### src/rtl/aux_pin_defines.vh
// constants for the auxiliary pin function selector
`ifndef AUX_PIN_DEFINES_VH
`define AUX_PIN_DEFINES_VH

// apb register byte offsets
`define CFG_OFFSET 8'h00
`define STATUS_OFFSET 8'h04

// configuration register fields
`define CFG_SEL_A_LSB 0
`define CFG_SEL_A_MSB 4
`define CFG_SEL_B_LSB 8
`define CFG_SEL_B_MSB 12
`define CFG_SLEEP_DCP_BIT 16

// status register fields
`define ST_PIN_A_IN_BIT 0
`define ST_PIN_B_IN_BIT 1
`define ST_BUS_POWER_BIT 2
`define ST_KEEP_AWAKE_BIT 3
`define ST_SUSPEND_BIT 4
`define ST_CONFIGURED_BIT 5
`define ST_CHARGER_BIT 6
`define ST_PIN_A_OUT_BIT 8
`define ST_PIN_A_OE_BIT 9
`define ST_PIN_B_OUT_BIT 10
`define ST_PIN_B_OE_BIT 11

// selector codes, one per pin function
`define SEL_TRISTATE 5'h00
`define SEL_DRIVE_1 5'h01
`define SEL_DRIVE_0 5'h02
`define SEL_POWER_EN 5'h03
`define SEL_TX_LED 5'h04
`define SEL_RX_LED 5'h05
`define SEL_ACT_LED 5'h06
`define SEL_SLEEP 5'h07
`define SEL_CLK_FAST 5'h08
`define SEL_CLK_MID 5'h09
`define SEL_CLK_SLOW 5'h0a
`define SEL_CHARGER 5'h0b
`define SEL_CHARGER_N 5'h0c
`define SEL_BB_WRITE 5'h0d
`define SEL_BB_READ 5'h0e
`define SEL_BUS_SENSE 5'h0f
`define SEL_TIMESTAMP 5'h10
`define SEL_KEEP_AWAKE 5'h11

// reset values of the configuration store
`define CFG_SEL_A_RESET 5'h0f
`define CFG_SEL_B_RESET 5'h11
`define CFG_SLEEP_DCP_RESET 1'b0

// timing
`define PCLK_HZ 64'd100000000
`define CLK_FAST_HZ 64'd24000000
`define CLK_MID_HZ 64'd12000000
`define CLK_SLOW_HZ 64'd6000000
`define NCO_SCALE 64'd65536
`define LED_PULSE_NS 40000
`define PCLK_PERIOD_NS 10
`define LED_PULSE_CYCLES (`LED_PULSE_NS / `PCLK_PERIOD_NS)

`endif

### src/rtl/aux_pin_select.v
// auxiliary pin function selector with apb configuration store
//
// The implementer's own choices: the address map and the APB register port.

`include "aux_pin_defines.vh"

module aux_pin_select (
  // apb slave
  input wire pclk,
  input wire presetn,
  input wire psel,
  input wire penable,
  input wire pwrite,
  input wire [7:0] paddr,
  input wire [31:0] pwdata,
  output reg [31:0] prdata,
  output wire pready,
  output wire pslverr,
  // usb device core state
  input wire usb_configured,
  input wire usb_suspend,
  input wire tx_activity,
  input wire rx_activity,
  input wire sof_received,
  input wire charger_detect,
  input wire bitbang_write_strobe_n,
  input wire bitbang_read_strobe_n,
  // results of the input functions
  output reg bus_power_sense,
  output reg suspend_inhibit,
  // auxiliary pin a
  input wire aux_pin_a_in,
  output reg aux_pin_a_out,
  output reg aux_pin_a_oe,
  // auxiliary pin b
  input wire aux_pin_b_in,
  output reg aux_pin_b_out,
  output reg aux_pin_b_oe
);

  // full width results first, then cut to the register widths on purpose
  localparam [63:0] INC_FAST_W = (`CLK_FAST_HZ * `NCO_SCALE) / `PCLK_HZ;
  localparam [63:0] INC_MID_W = (`CLK_MID_HZ * `NCO_SCALE) / `PCLK_HZ;
  localparam [63:0] INC_SLOW_W = (`CLK_SLOW_HZ * `NCO_SCALE) / `PCLK_HZ;
  localparam [31:0] LED_CYCLES_W = `LED_PULSE_CYCLES;
  localparam [15:0] INC_FAST = INC_FAST_W[15:0];
  localparam [15:0] INC_MID = INC_MID_W[15:0];
  localparam [15:0] INC_SLOW = INC_SLOW_W[15:0];
  localparam [12:0] LED_CYCLES = LED_CYCLES_W[12:0];

  // configuration store
  reg [4:0] sel_a_r;
  reg [4:0] sel_b_r;
  reg sleep_dcp_r;

  // apb decode
  wire setup_phase;
  wire access_phase;
  wire addr_cfg;
  wire addr_status;
  wire addr_ok;
  wire wr_cfg;

  // pin input synchronisers
  reg [1:0] sync1_r;
  reg [1:0] sync2_r;
  reg [1:0] sync3_r;
  reg [1:0] pin_lvl_r;

  // function sources
  reg [15:0] nco_fast_r;
  reg [15:0] nco_mid_r;
  reg [15:0] nco_slow_r;
  reg stamp_r;
  wire power_low;
  wire sleep_level;
  wire clk_fast;
  wire clk_mid;
  wire clk_slow;
  wire tx_led_on;
  wire rx_led_on;
  wire act_led_on;

  // decoded pin controls
  wire [1:0] ctl_a;
  wire [1:0] ctl_b;
  reg [31:0] status_word;
  reg sense_nxt;
  reg inhibit_nxt;

  assign setup_phase = psel & ~penable;
  assign access_phase = psel & penable;
  assign addr_cfg = (paddr == `CFG_OFFSET);
  assign addr_status = (paddr == `STATUS_OFFSET);
  assign addr_ok = addr_cfg | addr_status;
  assign wr_cfg = access_phase & pwrite & addr_cfg;

  // zero wait state; unmapped addresses answer with an error
  assign pready = 1'b1;
  assign pslverr = access_phase & ~addr_ok;

  // configuration store written over apb
  always @(posedge pclk or negedge presetn) begin
    if (!presetn) begin
      sel_a_r <= `CFG_SEL_A_RESET;
      sel_b_r <= `CFG_SEL_B_RESET;
      sleep_dcp_r <= `CFG_SLEEP_DCP_RESET;
    end else if (wr_cfg) begin
      sel_a_r <= pwdata[`CFG_SEL_A_MSB:`CFG_SEL_A_LSB];
      sel_b_r <= pwdata[`CFG_SEL_B_MSB:`CFG_SEL_B_LSB];
      sleep_dcp_r <= pwdata[`CFG_SLEEP_DCP_BIT];
    end
  end

  // status word assembled from live state
  always @* begin
    status_word = 32'h0000_0000;
    status_word[`ST_PIN_A_IN_BIT] = pin_lvl_r[0];
    status_word[`ST_PIN_B_IN_BIT] = pin_lvl_r[1];
    status_word[`ST_BUS_POWER_BIT] = bus_power_sense;
    status_word[`ST_KEEP_AWAKE_BIT] = suspend_inhibit;
    status_word[`ST_SUSPEND_BIT] = usb_suspend;
    status_word[`ST_CONFIGURED_BIT] = usb_configured;
    status_word[`ST_CHARGER_BIT] = charger_detect;
    status_word[`ST_PIN_A_OUT_BIT] = aux_pin_a_out;
    status_word[`ST_PIN_A_OE_BIT] = aux_pin_a_oe;
    status_word[`ST_PIN_B_OUT_BIT] = aux_pin_b_out;
    status_word[`ST_PIN_B_OE_BIT] = aux_pin_b_oe;
  end

  // read data captured in the setup cycle, valid in the access cycle
  always @(posedge pclk or negedge presetn) begin
    if (!presetn) begin
      prdata <= 32'h0000_0000;
    end else if (setup_phase && !pwrite) begin
      if (addr_cfg) begin
        prdata <= {15'h0000, sleep_dcp_r, 3'h0, sel_b_r, 3'h0, sel_a_r};
      end else if (addr_status) begin
        prdata <= status_word;
      end else begin
        prdata <= 32'h0000_0000;
      end
    end
  end

  // three stage synchronisers; a level counts once stages two and three agree
  always @(posedge pclk or negedge presetn) begin
    if (!presetn) begin
      sync1_r <= 2'h3;
      sync2_r <= 2'h3;
      sync3_r <= 2'h3;
      pin_lvl_r <= 2'h3;
    end else begin
      sync1_r <= {aux_pin_b_in, aux_pin_a_in};
      sync2_r <= sync1_r;
      sync3_r <= sync2_r;
      if (sync2_r[0] == sync3_r[0]) begin
        pin_lvl_r[0] <= sync3_r[0];
      end
      if (sync2_r[1] == sync3_r[1]) begin
        pin_lvl_r[1] <= sync3_r[1];
      end
    end
  end

  // input functions; with no pin on sense, bus power is taken as present
  always @* begin
    sense_nxt = 1'b1;
    inhibit_nxt = 1'b0;
    if (sel_a_r == `SEL_BUS_SENSE || sel_b_r == `SEL_BUS_SENSE) begin
      sense_nxt = ((sel_a_r == `SEL_BUS_SENSE) & pin_lvl_r[0]) |
                  ((sel_b_r == `SEL_BUS_SENSE) & pin_lvl_r[1]);
    end
    inhibit_nxt = ((sel_a_r == `SEL_KEEP_AWAKE) & ~pin_lvl_r[0]) |
                  ((sel_b_r == `SEL_KEEP_AWAKE) & ~pin_lvl_r[1]);
  end

  always @(posedge pclk or negedge presetn) begin
    if (!presetn) begin
      bus_power_sense <= 1'b0;
      suspend_inhibit <= 1'b0;
    end else begin
      bus_power_sense <= sense_nxt;
      suspend_inhibit <= inhibit_nxt;
    end
  end

  // clock outputs from phase accumulators, held low in suspend
  always @(posedge pclk or negedge presetn) begin
    if (!presetn) begin
      nco_fast_r <= 16'h0000;
      nco_mid_r <= 16'h0000;
      nco_slow_r <= 16'h0000;
    end else if (usb_suspend) begin
      nco_fast_r <= 16'h0000;
      nco_mid_r <= 16'h0000;
      nco_slow_r <= 16'h0000;
    end else begin
      nco_fast_r <= nco_fast_r + INC_FAST;
      nco_mid_r <= nco_mid_r + INC_MID;
      nco_slow_r <= nco_slow_r + INC_SLOW;
    end
  end

  assign clk_fast = nco_fast_r[15] & ~usb_suspend;
  assign clk_mid = nco_mid_r[15] & ~usb_suspend;
  assign clk_slow = nco_slow_r[15] & ~usb_suspend;

  // led pulse stretchers, retriggered by each transfer
  aux_led_stretch tx_stretch (
    .pclk(pclk),
    .presetn(presetn),
    .trigger(tx_activity),
    .reload(LED_CYCLES),
    .active(tx_led_on)
  );

  aux_led_stretch rx_stretch (
    .pclk(pclk),
    .presetn(presetn),
    .trigger(rx_activity),
    .reload(LED_CYCLES),
    .active(rx_led_on)
  );

  aux_led_stretch act_stretch (
    .pclk(pclk),
    .presetn(presetn),
    .trigger(tx_activity | rx_activity),
    .reload(LED_CYCLES),
    .active(act_led_on)
  );

  // start of frame toggle
  always @(posedge pclk or negedge presetn) begin
    if (!presetn) begin
      stamp_r <= 1'b0;
    end else if (sof_received) begin
      stamp_r <= ~stamp_r;
    end
  end

  assign power_low = usb_configured & ~usb_suspend;
  assign sleep_level = ~usb_suspend | (sleep_dcp_r & charger_detect);

  // selector decode: returns {output enable, output level}
  function [1:0] decode_pin;
    input [4:0] sel;
    input pwr;
    input tx_on;
    input rx_on;
    input act_on;
    input sleep_lvl;
    input cf;
    input cm;
    input cs;
    input chg;
    input bbw;
    input bbr;
    input stamp;
    begin
      case (sel)
        `SEL_TRISTATE: decode_pin = 2'b00;
        `SEL_DRIVE_1: decode_pin = 2'b11;
        `SEL_DRIVE_0: decode_pin = 2'b10;
        `SEL_POWER_EN: decode_pin = {pwr, 1'b0};
        `SEL_TX_LED: decode_pin = {tx_on, 1'b0};
        `SEL_RX_LED: decode_pin = {rx_on, 1'b0};
        `SEL_ACT_LED: decode_pin = {act_on, 1'b0};
        `SEL_SLEEP: decode_pin = {1'b1, sleep_lvl};
        `SEL_CLK_FAST: decode_pin = {1'b1, cf};
        `SEL_CLK_MID: decode_pin = {1'b1, cm};
        `SEL_CLK_SLOW: decode_pin = {1'b1, cs};
        `SEL_CHARGER: decode_pin = {1'b1, chg};
        `SEL_CHARGER_N: decode_pin = {chg, 1'b0};
        `SEL_BB_WRITE: decode_pin = {1'b1, bbw};
        `SEL_BB_READ: decode_pin = {1'b1, bbr};
        `SEL_BUS_SENSE: decode_pin = 2'b00;
        `SEL_TIMESTAMP: decode_pin = {1'b1, stamp};
        `SEL_KEEP_AWAKE: decode_pin = 2'b00;
        default: decode_pin = 2'b00;
      endcase
    end
  endfunction

  assign ctl_a = decode_pin(sel_a_r, power_low, tx_led_on, rx_led_on, act_led_on, sleep_level,
                            clk_fast, clk_mid, clk_slow, charger_detect,
                            bitbang_write_strobe_n, bitbang_read_strobe_n, stamp_r);
  assign ctl_b = decode_pin(sel_b_r, power_low, tx_led_on, rx_led_on, act_led_on, sleep_level,
                            clk_fast, clk_mid, clk_slow, charger_detect,
                            bitbang_write_strobe_n, bitbang_read_strobe_n, stamp_r);

  // registered pin drivers
  always @(posedge pclk or negedge presetn) begin
    if (!presetn) begin
      aux_pin_a_out <= 1'b0;
      aux_pin_a_oe <= 1'b0;
      aux_pin_b_out <= 1'b0;
      aux_pin_b_oe <= 1'b0;
    end else begin
      aux_pin_a_oe <= ctl_a[1];
      aux_pin_a_out <= ctl_a[0];
      aux_pin_b_oe <= ctl_b[1];
      aux_pin_b_out <= ctl_b[0];
    end
  end

endmodule

// retriggerable pulse stretcher for one led channel
module aux_led_stretch #(
  parameter WIDTH = 13
) (
  // clock and reset
  input wire pclk,
  input wire presetn,
  // trigger and reload length
  input wire trigger,
  input wire [WIDTH-1:0] reload,
  // stretched pulse
  output wire active
);

  reg [WIDTH-1:0] cnt_r;

  always @(posedge pclk or negedge presetn) begin
    if (!presetn) begin
      cnt_r <= {WIDTH{1'b0}};
    end else if (trigger) begin
      cnt_r <= reload;
    end else if (cnt_r != {WIDTH{1'b0}}) begin
      cnt_r <= cnt_r - {{(WIDTH-1){1'b0}}, 1'b1};
    end
  end

  assign active = (cnt_r != {WIDTH{1'b0}});

endmodule

### config.mk
export PLATFORM = sky130hd
export DESIGN_NAME = aux_pin_select
export DESIGN_NICKNAME = d
export VERILOG_FILES = /design/src/rtl/aux_pin_select.v
export VERILOG_INCLUDE_DIRS = /design/src /design/src/rtl
export SDC_FILE = /design/constraint.sdc
export NUM_CORES = 1
export LEC_CHECK = 0
export ABC_AREA = 0
export BUFFER_PORTS_ARGS = -buffer_cell sky130_fd_sc_hd__buf_4
export CORE_ASPECT_RATIO = 1.4
export CORE_MARGIN = 2
export CORE_UTILIZATION = 50
export DETAILED_ROUTE_END_ITERATION = 12
export HOLD_SLACK_MARGIN = 0.12
export PLACE_DENSITY = 0.72
export SLEW_MARGIN = 20
export SYNTH_ARGS = -nofsm -noshare
export SYNTH_HDL_FRONTEND = slang
export SYNTH_SLANG_ARGS = --single-unit
### constraint.sdc
create_clock -name pclk -period 2.1 [get_ports pclk]
set_clock_uncertainty 0.2 [all_clocks]
set_input_delay 0.42 -clock pclk [delete_from_list [all_inputs] [get_ports pclk]]
set_output_delay 0.42 -clock pclk [all_outputs]
set_load 0.01 [all_outputs]
* Word-level counts from Yosys, hierarchy flattened *
Index checks and enable logic that the tools add are counted.

operators by class
  divide/modulo/power cells = 0
  $mul = 0
  shift operators = 0
  mux-type cells = 14
  equal/unequal tests = 37
  bitwise logic cells = 25
  magnitude comparators = 0
  add/subtract/negate cells = 6
  reductions and logical operators = 10

operator list
  kind                                                                   number
  5-bit by 4-bit == test with 1-bit output (second input constant)       16
  13-bit two-way mux                                                     6
  2-bit one-hot mux with 15 select lines                                 2
  16-bit two-way mux                                                     3
  5-bit by 3-bit == test with 1-bit output (second input constant)       8
  13-bit nonzero test                                                    3
  13-bit by 1-bit subtractor with 13-bit output (second input constant)  3
  5-bit by 2-bit == test with 1-bit output (second input constant)       4
  5-bit == test (second input constant)                                  4
  17-bit two-way mux                                                     1
  16-bit by 12-bit adder with 16-bit output (second input constant)      1
  16-bit by 13-bit adder with 16-bit output (second input constant)      1
  16-bit by 14-bit adder with 16-bit output (second input constant)      1
  1-bit bitwise AND                                                      14
  12-bit two-way mux                                                     1
  5-bit by 1-bit == test with 1-bit output (second input constant)       2
  8-bit by 3-bit == test with 1-bit output (second input constant)       1
  8-bit logical NOT                                                      1
  1-bit NOT                                                              6
  2-bit nonzero test                                                     3
  1-bit bitwise OR                                                       5
  1-bit == test                                                          2
  1-bit logical AND                                                      1
  1-bit logical NOT                                                      1
  other kinds (2)                                                        2

storage, ports and cells
  latch bits = 0
  logic and storage cells = 114
  bits of input ports = 55
  output and inout bits = 40
  flip-flop bits (word level) = 145
  memory bits (read-only) = 0
  memory bits (writable) = 0
  memories kept = 0

* Logic depth before layout (Yosys ltp) *
Gate-level depths: netlist of run 1.

  depth after elaboration = 4
  gate-level depth with buffers = 8
  mapped depth without buffers = 7

* Hierarchy *
Synthesis of run 1 repeated with hierarchy kept, for this count alone.

unflattened totals
  cells, all modules = 628
  area, all modules = 6,356.1 sq um

by module, submodules not included
  module           area each (sq um)  sequential area each (sq um)  instances  cells an instance
  aux_pin_select   4,081.4            1,969.4                       1          403
  aux_led_stretch  758.2              325.3                         3          75

* Worst setup path after synthesis of run 1 *
No wires, ideal clock.

  path kind = reg2reg
  from = reg tx_stretch.cnt_r[0]
  to = reg aux_pin_a_oe
  data arrival time = 1,943 ps
  clock period less this slack = 2,280 ps
  path slack = -180 ps
  library setup time = 137 ps
  required time = 1,763 ps
  path buffers = 1
  stages on the path, launching flop included = 8
  cell sequence = dfrtp_1 > inv_1 > ha_1 > or4b_1 > or3_1 > buf_2 > a2111oi_2 > o31ai_1

between the ends
  cells in the longest elaborated chain, start to end = 2

RTL lines
  element                                 line                  source
  from (decl)                             aux_pin_select.v:324  reg [WIDTH-1:0] cnt_r;
  from (signal assigned)                  aux_pin_select.v:328  cnt_r <= {WIDTH{1'b0}};
  from (signal assigned)                  aux_pin_select.v:330  cnt_r <= reload;
  from (signal assigned)                  aux_pin_select.v:332  cnt_r <= cnt_r - {{(WIDTH-1){1'b0}}, 1'b1};
  13-bit nonzero test                     aux_pin_select.v:336  assign active = (cnt_r != {WIDTH{1'b0}});
  2-bit one-hot mux with 15 select lines  aux_pin_select.v:262  case (sel)
  via ctl_a[1]                            aux_pin_select.v:85   wire [1:0] ctl_a;
  to (signal assigned)                    aux_pin_select.v:301  aux_pin_a_oe <= ctl_a[1];
  to (decl)                               aux_pin_select.v:34   output reg aux_pin_a_oe,

The timed path passes the listed nets, and every way through them passes these cells.
A chain may end at the register's enable or synchronous reset.

* Final worst setup path of run 1 *
Same ends and word-level chain as after synthesis.

==> metrics.txt, run 1 <==
IO Pins 95; flop2flop setup slack -160 ps; setup ws final -161.9 ps; H-tree Lvls 4; Critical Path Slowest Stage Cell or4b_4; Die X 95.41 um; post-route ant nets 0; number of global-route vias before repair 4708; PwrDens 896.8 nW/um^2; clock slew at reported path FFs 50 ps; Mapped Area 5849 sq um; first-pass GRT wire length 21.58 mm; Yosys cell types 59; clock latency on the worst-skew pair 410 ps; TritonCTS clock tree yes; fmax 442.1 MHz; total grt overflow 0; fin util 0.6641; CP Capture Type register; Clock Sinks 117; Longest Clk Path Bufs 2; max-slew violations 0; Core Box Area 11400 sq um; Iter 0 DRT Violations 259; hold path depth 0; Vias 4735; grt met3 use 0.05603; R2R cell count 6; initial antenna violation count 0; Die Ht 132.0 um; Primary FF master, synth dfrtp_1; failing checks setup timing; Final Cycle Share 1.077; Hold WC Path Type register to register; Slew HR 0.5404; Die ar. 12590 sq um; Num CTS Buffers 17; Total Routing Usage GR 0.2170; unrepaired setup endpoints after global routing yes; Max IR drop VDD 0.6892 mV; HPWL Detailed 9.045 mm; Worst Max-Slew Pin Slew 687.6 ps; max cap viols 0; Syn Inst Count 593; Most Crowded Layer GR met2; Avg WL per Cell 15.35 um; Crit Path Max Fanout 4; Bufs and invs on worst path 1; Remaining DRCs 0; DP Worst Slack -167.6 ps; grt met1 use 0.2506; total power 6787 uW; cell family with most CP delay simple AND/OR/NAND/NOR gates; area delta synth->final 29.39%; CP Launch Type register; Routed WL 13.28 mm; EDFF count, synth 0; TNS Setup -1303 ps; initial core utilization 0.5133; CP max stage delay 510 ps; # diodes 0; clk root buf clkbuf_16; flops & latches, synth 117; Hold Startpoint sync1_r[0]; Syn. warnings 0; DRT Pass-1 Iters 6; pin count of the biggest net entering global routing 56; Hold Violations, Final 0; Static Leak 0.003334 uW; M2 GR Usage 0.3760; commonest non-fill, non-tap cell in the layout dfrtp_1; Async SR Flop Fraction 1.000; row cnt 46; status complete, but fails checks; layout cell share with drive strength beyond 1 0.2413; most frequent cells in the layout dfrtp_1 (103), buf_4 (99), nor2_1 (81); GP Congestion 0.8689; crit path kind register to register; Seq/Total Area, Yosys 0.5035; final net count 773; crit-path cells inv_2 > ha_4 > or4b_4 > or3_4 > a2111oi_4 > o31ai_1; R2R Path Start tx_stretch.cnt_r[0]; Port Buffers 53; RR Endpoint aux_pin_a_oe; Final min period 2262 ps; # setup viols final 12; CP arrival 2340 ps; average size of a mapped cell 9.864 sq um; worst path required time 2180 ps; crit path from tx_stretch.cnt_r[0]; WHS Endpoint sync2_r[0]; vias per cell 5.474
state kept, by name (all words and copies together) (netlist names), 2 cells and up:
register           cells
sync1_r                2
tx_stretch.cnt_r      13
prdata                13
sel_a_r                5
nco_mid_r             13
sync3_r                2
sel_b_r                5
act_stretch.cnt_r     13
nco_fast_r            12
sync2_r                2
nco_slow_r            14
rx_stretch.cnt_r      13
pin_lvl_r              2
final cells by class:
class                   count  area [sq um]
flip-flops and latches    117          2945
multi-input cells         425          2793
repair buffers            122          1005
fillers                   882          3827
clock buffers              27         503.0
well taps                 144         180.2
clock inverters             4         45.04
inverters                  26         97.59
where the power goes:
part	switching, uW	internal [uW]	leakage [uW]	total (uW)
logic	649	649	0.00165	1300
clock network	924	1740	0.000271	2660
registers	277	2550	0.00141	2830
per-layer routing:
layer / part of all wire / up-vias / wire length [um]
li1: - / 2276 / -
met1: 0.39 / 2327 / 5184
met2: 0.54 / 107 / 7189
met3: 0.042 / 25 / 554
met4: 0.026 / 0 / 346
met5: 0 / - / 0
worst max path at each step:
stage	end	slack, ps	depth (start not counted)
floorplan	aux_pin_a_oe	-140	7
global placement	aux_pin_a_oe	-120	6
detailed placement	aux_pin_a_oe	-170	6
CTS	aux_pin_a_oe	-130	6
global route	aux_pin_a_oe	-240	6
finish	aux_pin_a_oe	-160	6
synth_stat cells (4+ instances only):
library cell  number  area (sq um)
dfrtp_1          103          2577
nor2_1            83         311.6
a21oi_1           32         160.2
inv_1             26         97.59
nand2b_1          22         137.6
nor3_1            22         110.1
nand3_1           21         105.1
xor2_1            21         183.9
buf_4             20         150.1
clkbuf_1          19         71.32
nand2_1           19         71.32
nor4_1            18         112.6
xnor2_1           18         157.7
o21ai_1           16         80.08
dfstp_2           14         367.9
mux2_1            12         135.1
a22oi_1           10         75.07
ha_1               9         112.6
and3_1             8         50.05
mux2i_1            7         70.07
nor2b_1            7         43.79
or3_1              7         43.79
a211oi_1           5         37.54
nand3b_1           5         37.54
o21a_1             5         37.54
o21ai_0            5         25.02
or4_1              5         37.54
nand4_1            4         25.02
o31a_1             4         35.03
what timing repair did:
| item | in CTS | in global routing |
|---|---|---|
| hold endpoints to repair | 90 | 0 |
| hold buffers | 19 | 0 |
| pin swaps | 9 | 12 |
| endpoints found under the setup margin | 14 | 30 |
| setup buffers | 4 | 6 |
| resized for setup | 14 | 16 |
metrics by stage:
stage          hold WS (ps)  std cells  area (sq um)
5_1_grt               166.0        865          7569
4_1_cts               155.8        859          7443
3_3_place_gp          145.9        805          6603
6_report              154.5        865          7569
3_5_place_dp          147.9        805          6603
2_1_floorplan        -75.59        611          5922
logic make-up after synthesis:
logic type      share of synthesized area
xor+xnor                          0.05840
flops                              0.5035
fa+ha+maj                         0.02267
other cells                      0.001284
buf+inv                           0.05754
simple gates                       0.2113
mux                               0.03701
compound gates                     0.1082
worst register-to-register path: cells and delay by family, from the launching register on:
kind                     cells  cell delay, ps
AND/OR/NAND/NOR              2             900
flip-flops                   1             390
buffers and inverters        1              90
adder cells (fa/ha/maj)      1             140
AO/OA/AOI/OAI                2             400
No activity file was read; power rests on OpenSTA's default activity.
==> run 2: changes to the inputs <==
ABC_AREA = 1   (was 0)
PLACE_DENSITY = 0.78   (was 0.72)
==> metrics.txt, run 2 <==
Bufs and invs on worst path 3 (+2); area delta synth->final 20.41%; fmax 517.4 MHz (+17%); GP Congestion 0.9695 (+12%); Most Crowded Layer GR met2; multi-input logic area 3158 sq um (+13%); Vias 6025 (+27%); vias per cell 5.080 (-7.2%); Yosys top cell area share 0.3823 (-0.05838); hold path depth 4 (+4); RR Endpoint aux_pin_b_oe; top cells by area, synth dfrtp_1 (38%), nand2_1 (11%), nand3_1 (7.7%); unrepaired setup endpoints after global routing no; Num CTS Buffers 17 (unchanged); initial antenna violation count 0 (unchanged); Longest Clk Path Bufs 2 (unchanged); total grt overflow 0 (unchanged); FF+latch area 2945 sq um (unchanged); clock slew at reported path FFs 60 ps (about the same); # setup viols final 0 (-12); count leader, synth nand2_1; Crit Path Max Fanout 4 (unchanged); cell mode on critical path dlygate4sd3_1; commonest cells in the netlist nand2_1 (194), nor2_1 (132), inv_1 (118), nand3_1 (104), dfrtp_1 (103); Final Cycle Share 0.9204 (-0.1568); Post-Layout Cell Count 1186 (+37%); commonest non-fill, non-tap cell in the layout nand2_1; Max IR drop VDD 0.4787 mV (-31%); WHS Endpoint prdata[16]; initial core utilization 0.5084 (-0.004889); grt met3 use 0.04877 (-0.007264); CP arrival 2090 ps (-250 ps); TNS Setup 0 ps (+1303 ps); Die X 102.1 um (+7.1%); CP Launch Type input pin; Core Box Area 13260 sq um (+16%); final instance area 8119 sq um (+7.3%); CP Capture Type register; grt met1 use 0.2554 (+0.004794); Seq/Total Area, Yosys 0.4368 (-0.06671); Clk pwr share 0.435 (+0.043); flop2flop setup slack 370 ps (+530 ps); cell family with most CP delay buffers and inverters; setup bufs post-CTS 0 (-4); crit path kind input pin to register; Hold Startpoint penable; Avg WL per Cell 12.63 um (-18%); Syn Inst Count 905 (+53%); TritonCTS clock tree yes; Static Leak 0.003890 uW (+17%); Die Ht 141.4 um (+7.1%); status complete, no violations; final net count 1055 (+36%); clk root buf clkbuf_16; max reg flops 14 (unchanged); PwrDens 866.0 nW/um^2 (-3.4%); Port Buffers 53 (unchanged); Internal 5004 uW (+1.3%); IO Pins 95 (unchanged); Total Routing Usage GR 0.2214 (+0.004404); most frequent cells in the layout nand2_1 (194), nor2_1 (132), inv_1 (118); R2R Path Start tx_stretch.cnt_r[0]; Routed WL 14.98 mm (+13%); largest area contributor in the netlist dfrtp_1; Clock Sinks 117 (unchanged); crit-path cells dlygate4sd3_1 > buf_4 > nor3_2 > dlygate4sd3_1 > nand3_1 > nand2_1; Syn. warnings 0 (unchanged); average size of a mapped cell 7.451 sq um (-24%); Placement Cell Area 7295 sq um (+10%); switching share of power 0.2883 (+0.01578); Critical Path Slowest Stage Cell dlygate4sd3_1; row cnt 50 (+8.7%); max cap viols 0 (unchanged); Switch Pwr 2027 uW (+9.6%); EDFF count, synth 0 (unchanged); Final min period 1933 ps (-329.2 ps); layout cell share with drive strength beyond 1 0.1544 (-0.08695); M2 GR Usage 0.3902 (+0.01426); Primary FF master, synth dfrtp_1; Hold WC Path Type input pin to register; Largest Register nco_slow_r; Yosys cell types 45 (-24%); Mapped Area 6743 sq um (+15%); # diodes 0 (unchanged); max-slew violations 0 (unchanged); Gate power share 0.175 (-0.016); Seq pwr share 0.390 (-0.027); Iter 0 DRT Violations 266 (+2.7%); number of global-route vias before repair 5891 (+25%); R2R cell count 9 (+3); # fillers 1156 (+31%); worst path required time 2250 ps (+70 ps); CP max stage delay 590 ps (+80 ps); post-cts resize count 0 (-14); Die ar. 14440 sq um (+15%); Remaining DRCs 0 (unchanged); DRT Pass-1 Iters 5 (-1); Hold Violations, Final 0 (unchanged); clock latency on the worst-skew pair 410 ps (about the same); placed cells 1134 (+41%); Async SR Flop Fraction 1.000 (unchanged); H-tree Lvls 4 (unchanged); flops & latches, synth 117 (unchanged); pin count of the biggest net entering global routing 65 (+16%); first-pass GRT wire length 25.77 mm (+19%); HPWL Detailed 10.54 mm (+17%); post-route ant nets 0 (unchanged)
==> run 2: changes by cell type after synthesis, sizes merged, moves of 22 or more <==
cell / before / now
nand2b: 22 / 0
nand2: 19 / 199
nand3: 21 / 105
nor2: 83 / 147
inv: 26 / 122
o21ai: 21 / 48
==> run 2: repair_timing <==
item | in CTS | in global routing
endpoints found under the setup margin | 0 | 0
endpoints found under the hold margin | 135 | 0
hold buffers | 20 | 0
==> run 2: worst max path at each step <==
stage,depth (start not counted),start,slack [ps],endpoint
6_report,6,pwrite,170,prdata[12]
5_1_grt,8,paddr[5],40,pslverr
4_1_cts,8,paddr[5],150,pslverr
3_5_place_dp,8,paddr[5],150,pslverr
3_3_place_gp,8,paddr[7],210,pslverr
2_1_floorplan,6,paddr[5],310,pslverr
==> run 2: layout make-up <==
class	count	area share
multi-input combinational	648	0.3890
clock buffer	20	0.05502
tap	182	0.02805
clock inverter	12	0.02188
timing repair buffer	83	0.08599
inverter	124	0.05733
sequential	117	0.3628
==> run 2: tightest hold or removal path, cell delays in order <==
cell and delay [ps]:
buf_4 110, nor3_2 60, nand3_1 70, nand2_1 40
==> run 2: through the flow <==
stage / total power, uW / utilization / hold WS (ps) / setup WS [ps]
5_1_grt: 7410 / 0.6122 / 155.5 / 44.62
4_1_cts: 7073 / 0.6122 / 121.8 / 146.5
6_report: 7031 / 0.6122 / 130.6 / 167.3
3_3_place_gp: 3908 / 0.5500 / 145.7 / 207.0
2_1_floorplan: 3595 / - / -75.59 / 308.3
3_5_place_dp: 3954 / 0.5500 / 146.9 / 149.8
==> run 2: power groups by stage <==
stage / Clock (uW) / Combinational, uW / Sequential (uW)
final: 3060 / 1230 / 2740
after global routing: 3200 / 1430 / 2780
after CTS: 3110 / 1230 / 2740
after detailed placement: 0 / 1190 / 2770
after global placement: 0 / 1150 / 2760
after floorplan: 0 / 873 / 2720
==> run 2: per-layer routing <==
metal / up-vias / share of wire
met4: 0 / 0.025
met1: 2779 / 0.40
met5: - / 0
met3: 37 / 0.045
li1: 3040 / -
met2: 169 / 0.53
==> run 2: cell families after synthesis <==
| kind of cell | synth area share |
|---|---|
| fa+ha+maj | 0.01967 |
| flops | 0.4368 |
| compound gates | 0.09427 |
| simple gates | 0.3342 |
| buf+inv | 0.1048 |
| xor+xnor | 0.009093 |
| other cells | 0.001114 |
==> run 3: changes to the inputs <==
ABC_AREA = default   (was 1)
SYNTH_HIERARCHICAL = 1   (was default)
==> metrics.txt, run 3 <==
status complete, but fails checks; failing checks setup timing; Die ar. 13640 sq um (-5.5%); Syn. warnings 6 (+6); crit path kind register to register; TritonCTS clock tree yes; GP Congestion 0.7883 (-19%); CP Capture Type register; Yosys top cell area share 0.4055 (+0.02325); initial antenna violation count 0 (unchanged); Mapped Area 6356 sq um (-5.7%); Placement Cell Area 7421 sq um (+1.7%); CP arrival 2620 ps (+530 ps); Port Buffers 53 (unchanged); max reg flops 14 (unchanged); Seq/Total Area, Yosys 0.4634 (+0.02657); PwrDens 826.8 nW/um^2 (-4.5%); Hold Violations, Final 0 (unchanged); fmax 396.7 MHz (-23%); Worst Max-Slew Pin Slew 560.7 ps; simple-gate area share of the yosys netlist 0.2033 (-0.1309); Vias 5304 (-12%); Total Routing Usage GR 0.2288 (+0.007387); IO Pins 95 (unchanged); max cap viols 0 (unchanged); # setup viols final 14 (+14); most frequent cells in the layout buf_4 (122), dfrtp_1 (103), conb_1 (59); Post-Synth Adder-Cell Area 0.02087 (+0.001196); initial core utilization 0.5138 (+0.005358); Core Box Area 12370 sq um (-6.7%); average size of a mapped cell 10.12 sq um (+36%); H-tree Lvls 4 (unchanged); count leader, synth dfrtp_1; Max IR drop VDD 0.4098 mV (-14%); max-slew violations 0 (unchanged); multiplexer share of the synthesized area 0.05610 (+0.05610); clock slew at reported path FFs 60 ps (about the same); Critical Path Slowest Stage Cell or4_4; clk root buf clkbuf_16; Post-Layout Cell Count 964 (-19%); crit-path cells or4_4 > nor4_4 > inv_2 > mux2_4 > a22oi_2 > o221ai_1 > a221o_1; Largest Register nco_slow_r; final instance area 8537 sq um (+5.1%); Num CTS Buffers 17 (unchanged); Routed WL 15.50 mm (+3.5%); CP Launch Type register; final net count 865 (-18%); setup ws final -420.6 ps (-587.9 ps); Async SR Flop Fraction 1.000 (unchanged); Hold WS 157.9 ps (+27.33 ps); unrepaired setup endpoints after global routing yes; flops & latches, synth 117 (unchanged); top cells by area, synth dfrtp_1 (41%), dfstp_2 (5.8%), xor2_1 (3.9%); post-route ant nets 0 (unchanged); Primary FF master, synth dfrtp_1; Slew HR 0.6166; total grt overflow 0 (unchanged); commonest non-fill, non-tap cell in the layout buf_4; pin count of the biggest net entering global routing 36 (-45%); commonest cells in the netlist dfrtp_1 (103), nand2_1 (46), nor2_1 (40), xor2_1 (28), clkbuf_1 (26); HPWL Detailed 10.29 mm (-2.4%); Clock Sinks 117 (unchanged); # fillers 848 (-27%); clock latency on the worst-skew pair 410 ps (about the same); Crit Path Max Fanout 2 (-2); Iter 0 DRT Violations 325 (+22%); Final Cycle Share 1.200 (+0.2799); EDFF count, synth 0 (unchanged); largest area contributor in the netlist dfrtp_1; number of global-route vias before repair 5396 (-8.4%); Yosys cell types 67 (+49%); Synth Area in Compound Gates 0.1419 (+0.04766); area delta synth->final 34.31%; first-pass GRT wire length 25.13 mm (-2.5%); DRT Pass-1 Iters 5 (unchanged); row cnt 48 (-4.0%); fin util 0.6900 (+0.07786); # diodes 0 (unchanged); largest family of logic cells by synthesized area simple AND/OR/NAND/NOR gates; xor/xnor share of the synthesized area 0.05098 (+0.04189); Syn Inst Count 628 (-31%); Avg WL per Cell 16.08 um (+27%); placed cells 900 (-21%); Remaining DRCs 0 (unchanged); vias per cell 5.502 (+8.3%); Hold WC Path Type register to register; layout cell share with drive strength beyond 1 0.3219 (+0.1675); worst path required time 2190 ps (-60 ps); Final min period 2521 ps (+587.9 ps); CP max stage delay 560 ps (-30 ps); Longest Clk Path Bufs 2 (unchanged); Die Ht 137.4 um (-2.8%); Static Leak 0.003984 uW (+2.4%); Die X 99.29 um (-2.8%)
run 3: cell count changes in the layout (fill, tap and decap cells not counted), sizes merged, moves of 25 or more:
cell   delta
nand2   -153
nor2    -106
inv      -98
nand3    -89
buf      +74
conb     +39
o21ai    -30
nor4     +27
a22o     +25
run 3: report_power, final:
part / internal [uW] / switching (uW) / total [uW]
registers: 2540 / 281 / 2820
clock network: 1750 / 1070 / 2820
logic: 712 / 706 / 1420
total: 5000 / 2060 / 7060
run 3: worst paths after layout:
kind / startpoint / endpoint / slack [ps] / cells past startpoint
worst max-delay path: rx_stretch/cnt_r[8] / aux_pin_a_oe / -420 / 7
worst min-delay path: sync1_r[0] / sync2_r[0] / 160 / 0
worst max register to register: rx_stretch/cnt_r[8] / aux_pin_a_oe / -420 / 7
worst min register to register: sync1_r[0] / sync2_r[0] / 160 / 0
max in group asynchronous: presetn / sel_a_r[3] / 850 / 3
min in group asynchronous: presetn / act_stretch/cnt_r[2] / 240 / 2
run 3: metal layers:
metal | GRT usage | routed length [um]
met5 | 0 | 0
met4 | 0.1058 | 395
met3 | 0.05074 | 547
met2 | 0.4043 | 8491
met1 | 0.2633 | 6066
run 3: repair_timing:
item / 4_1_cts / 5_1_grt
pin swaps: 13 / 22
hold buffers: 17 / 0
setup buffers: 11 / 6
setup endpoints to repair: 30 / 33
gates cloned: 0 / 0
gates resized for setup: 21 / 33
endpoints found under the hold margin: 127 / 0
run 3: cell type report:
cell class / count / area, sq um / share of cell area
multi-input combinational: 488 / 3453 / 0.4045
sequential: 117 / 2945 / 0.3450
timing repair buffer: 154 / 1281 / 0.1501
clock buffer: 17 / 425.4 / 0.04983
tap: 150 / 187.7 / 0.02198
clock inverter: 15 / 157.7 / 0.01847
inverter: 23 / 86.33 / 0.01011
run 3: kinds of logic after synthesis:
family                   count (synthesis)
other                                    2
flip-flops                             117
AND/OR/NAND/NOR                        227
multiplexers                            29
XOR/XNOR                                37
buffers and inverters                   80
AO/OA/AOI/OAI                          125
adder cells (fa/ha/maj)                 11
run 3: per-stage QoR:
step	TNS (ps)	total power (uW)	setup slack [ps]
2_1_floorplan	-624.1	3650	-486.7
3_3_place_gp	-1595	4019	-398.1
3_5_place_dp	-3151	4103	-465.2
4_1_cts	-1104	7026	-389.5
5_1_grt	-3210	7388	-505.8
6_report	-1384	7058	-420.6
run 3: critical path: cells and delay by family (launching register included):
family | cells | cell delay (ps)
mux | 1 | 290
flops | 1 | 380
buf+inv | 1 | 80
compound gates | 3 | 570
simple gates | 2 | 880
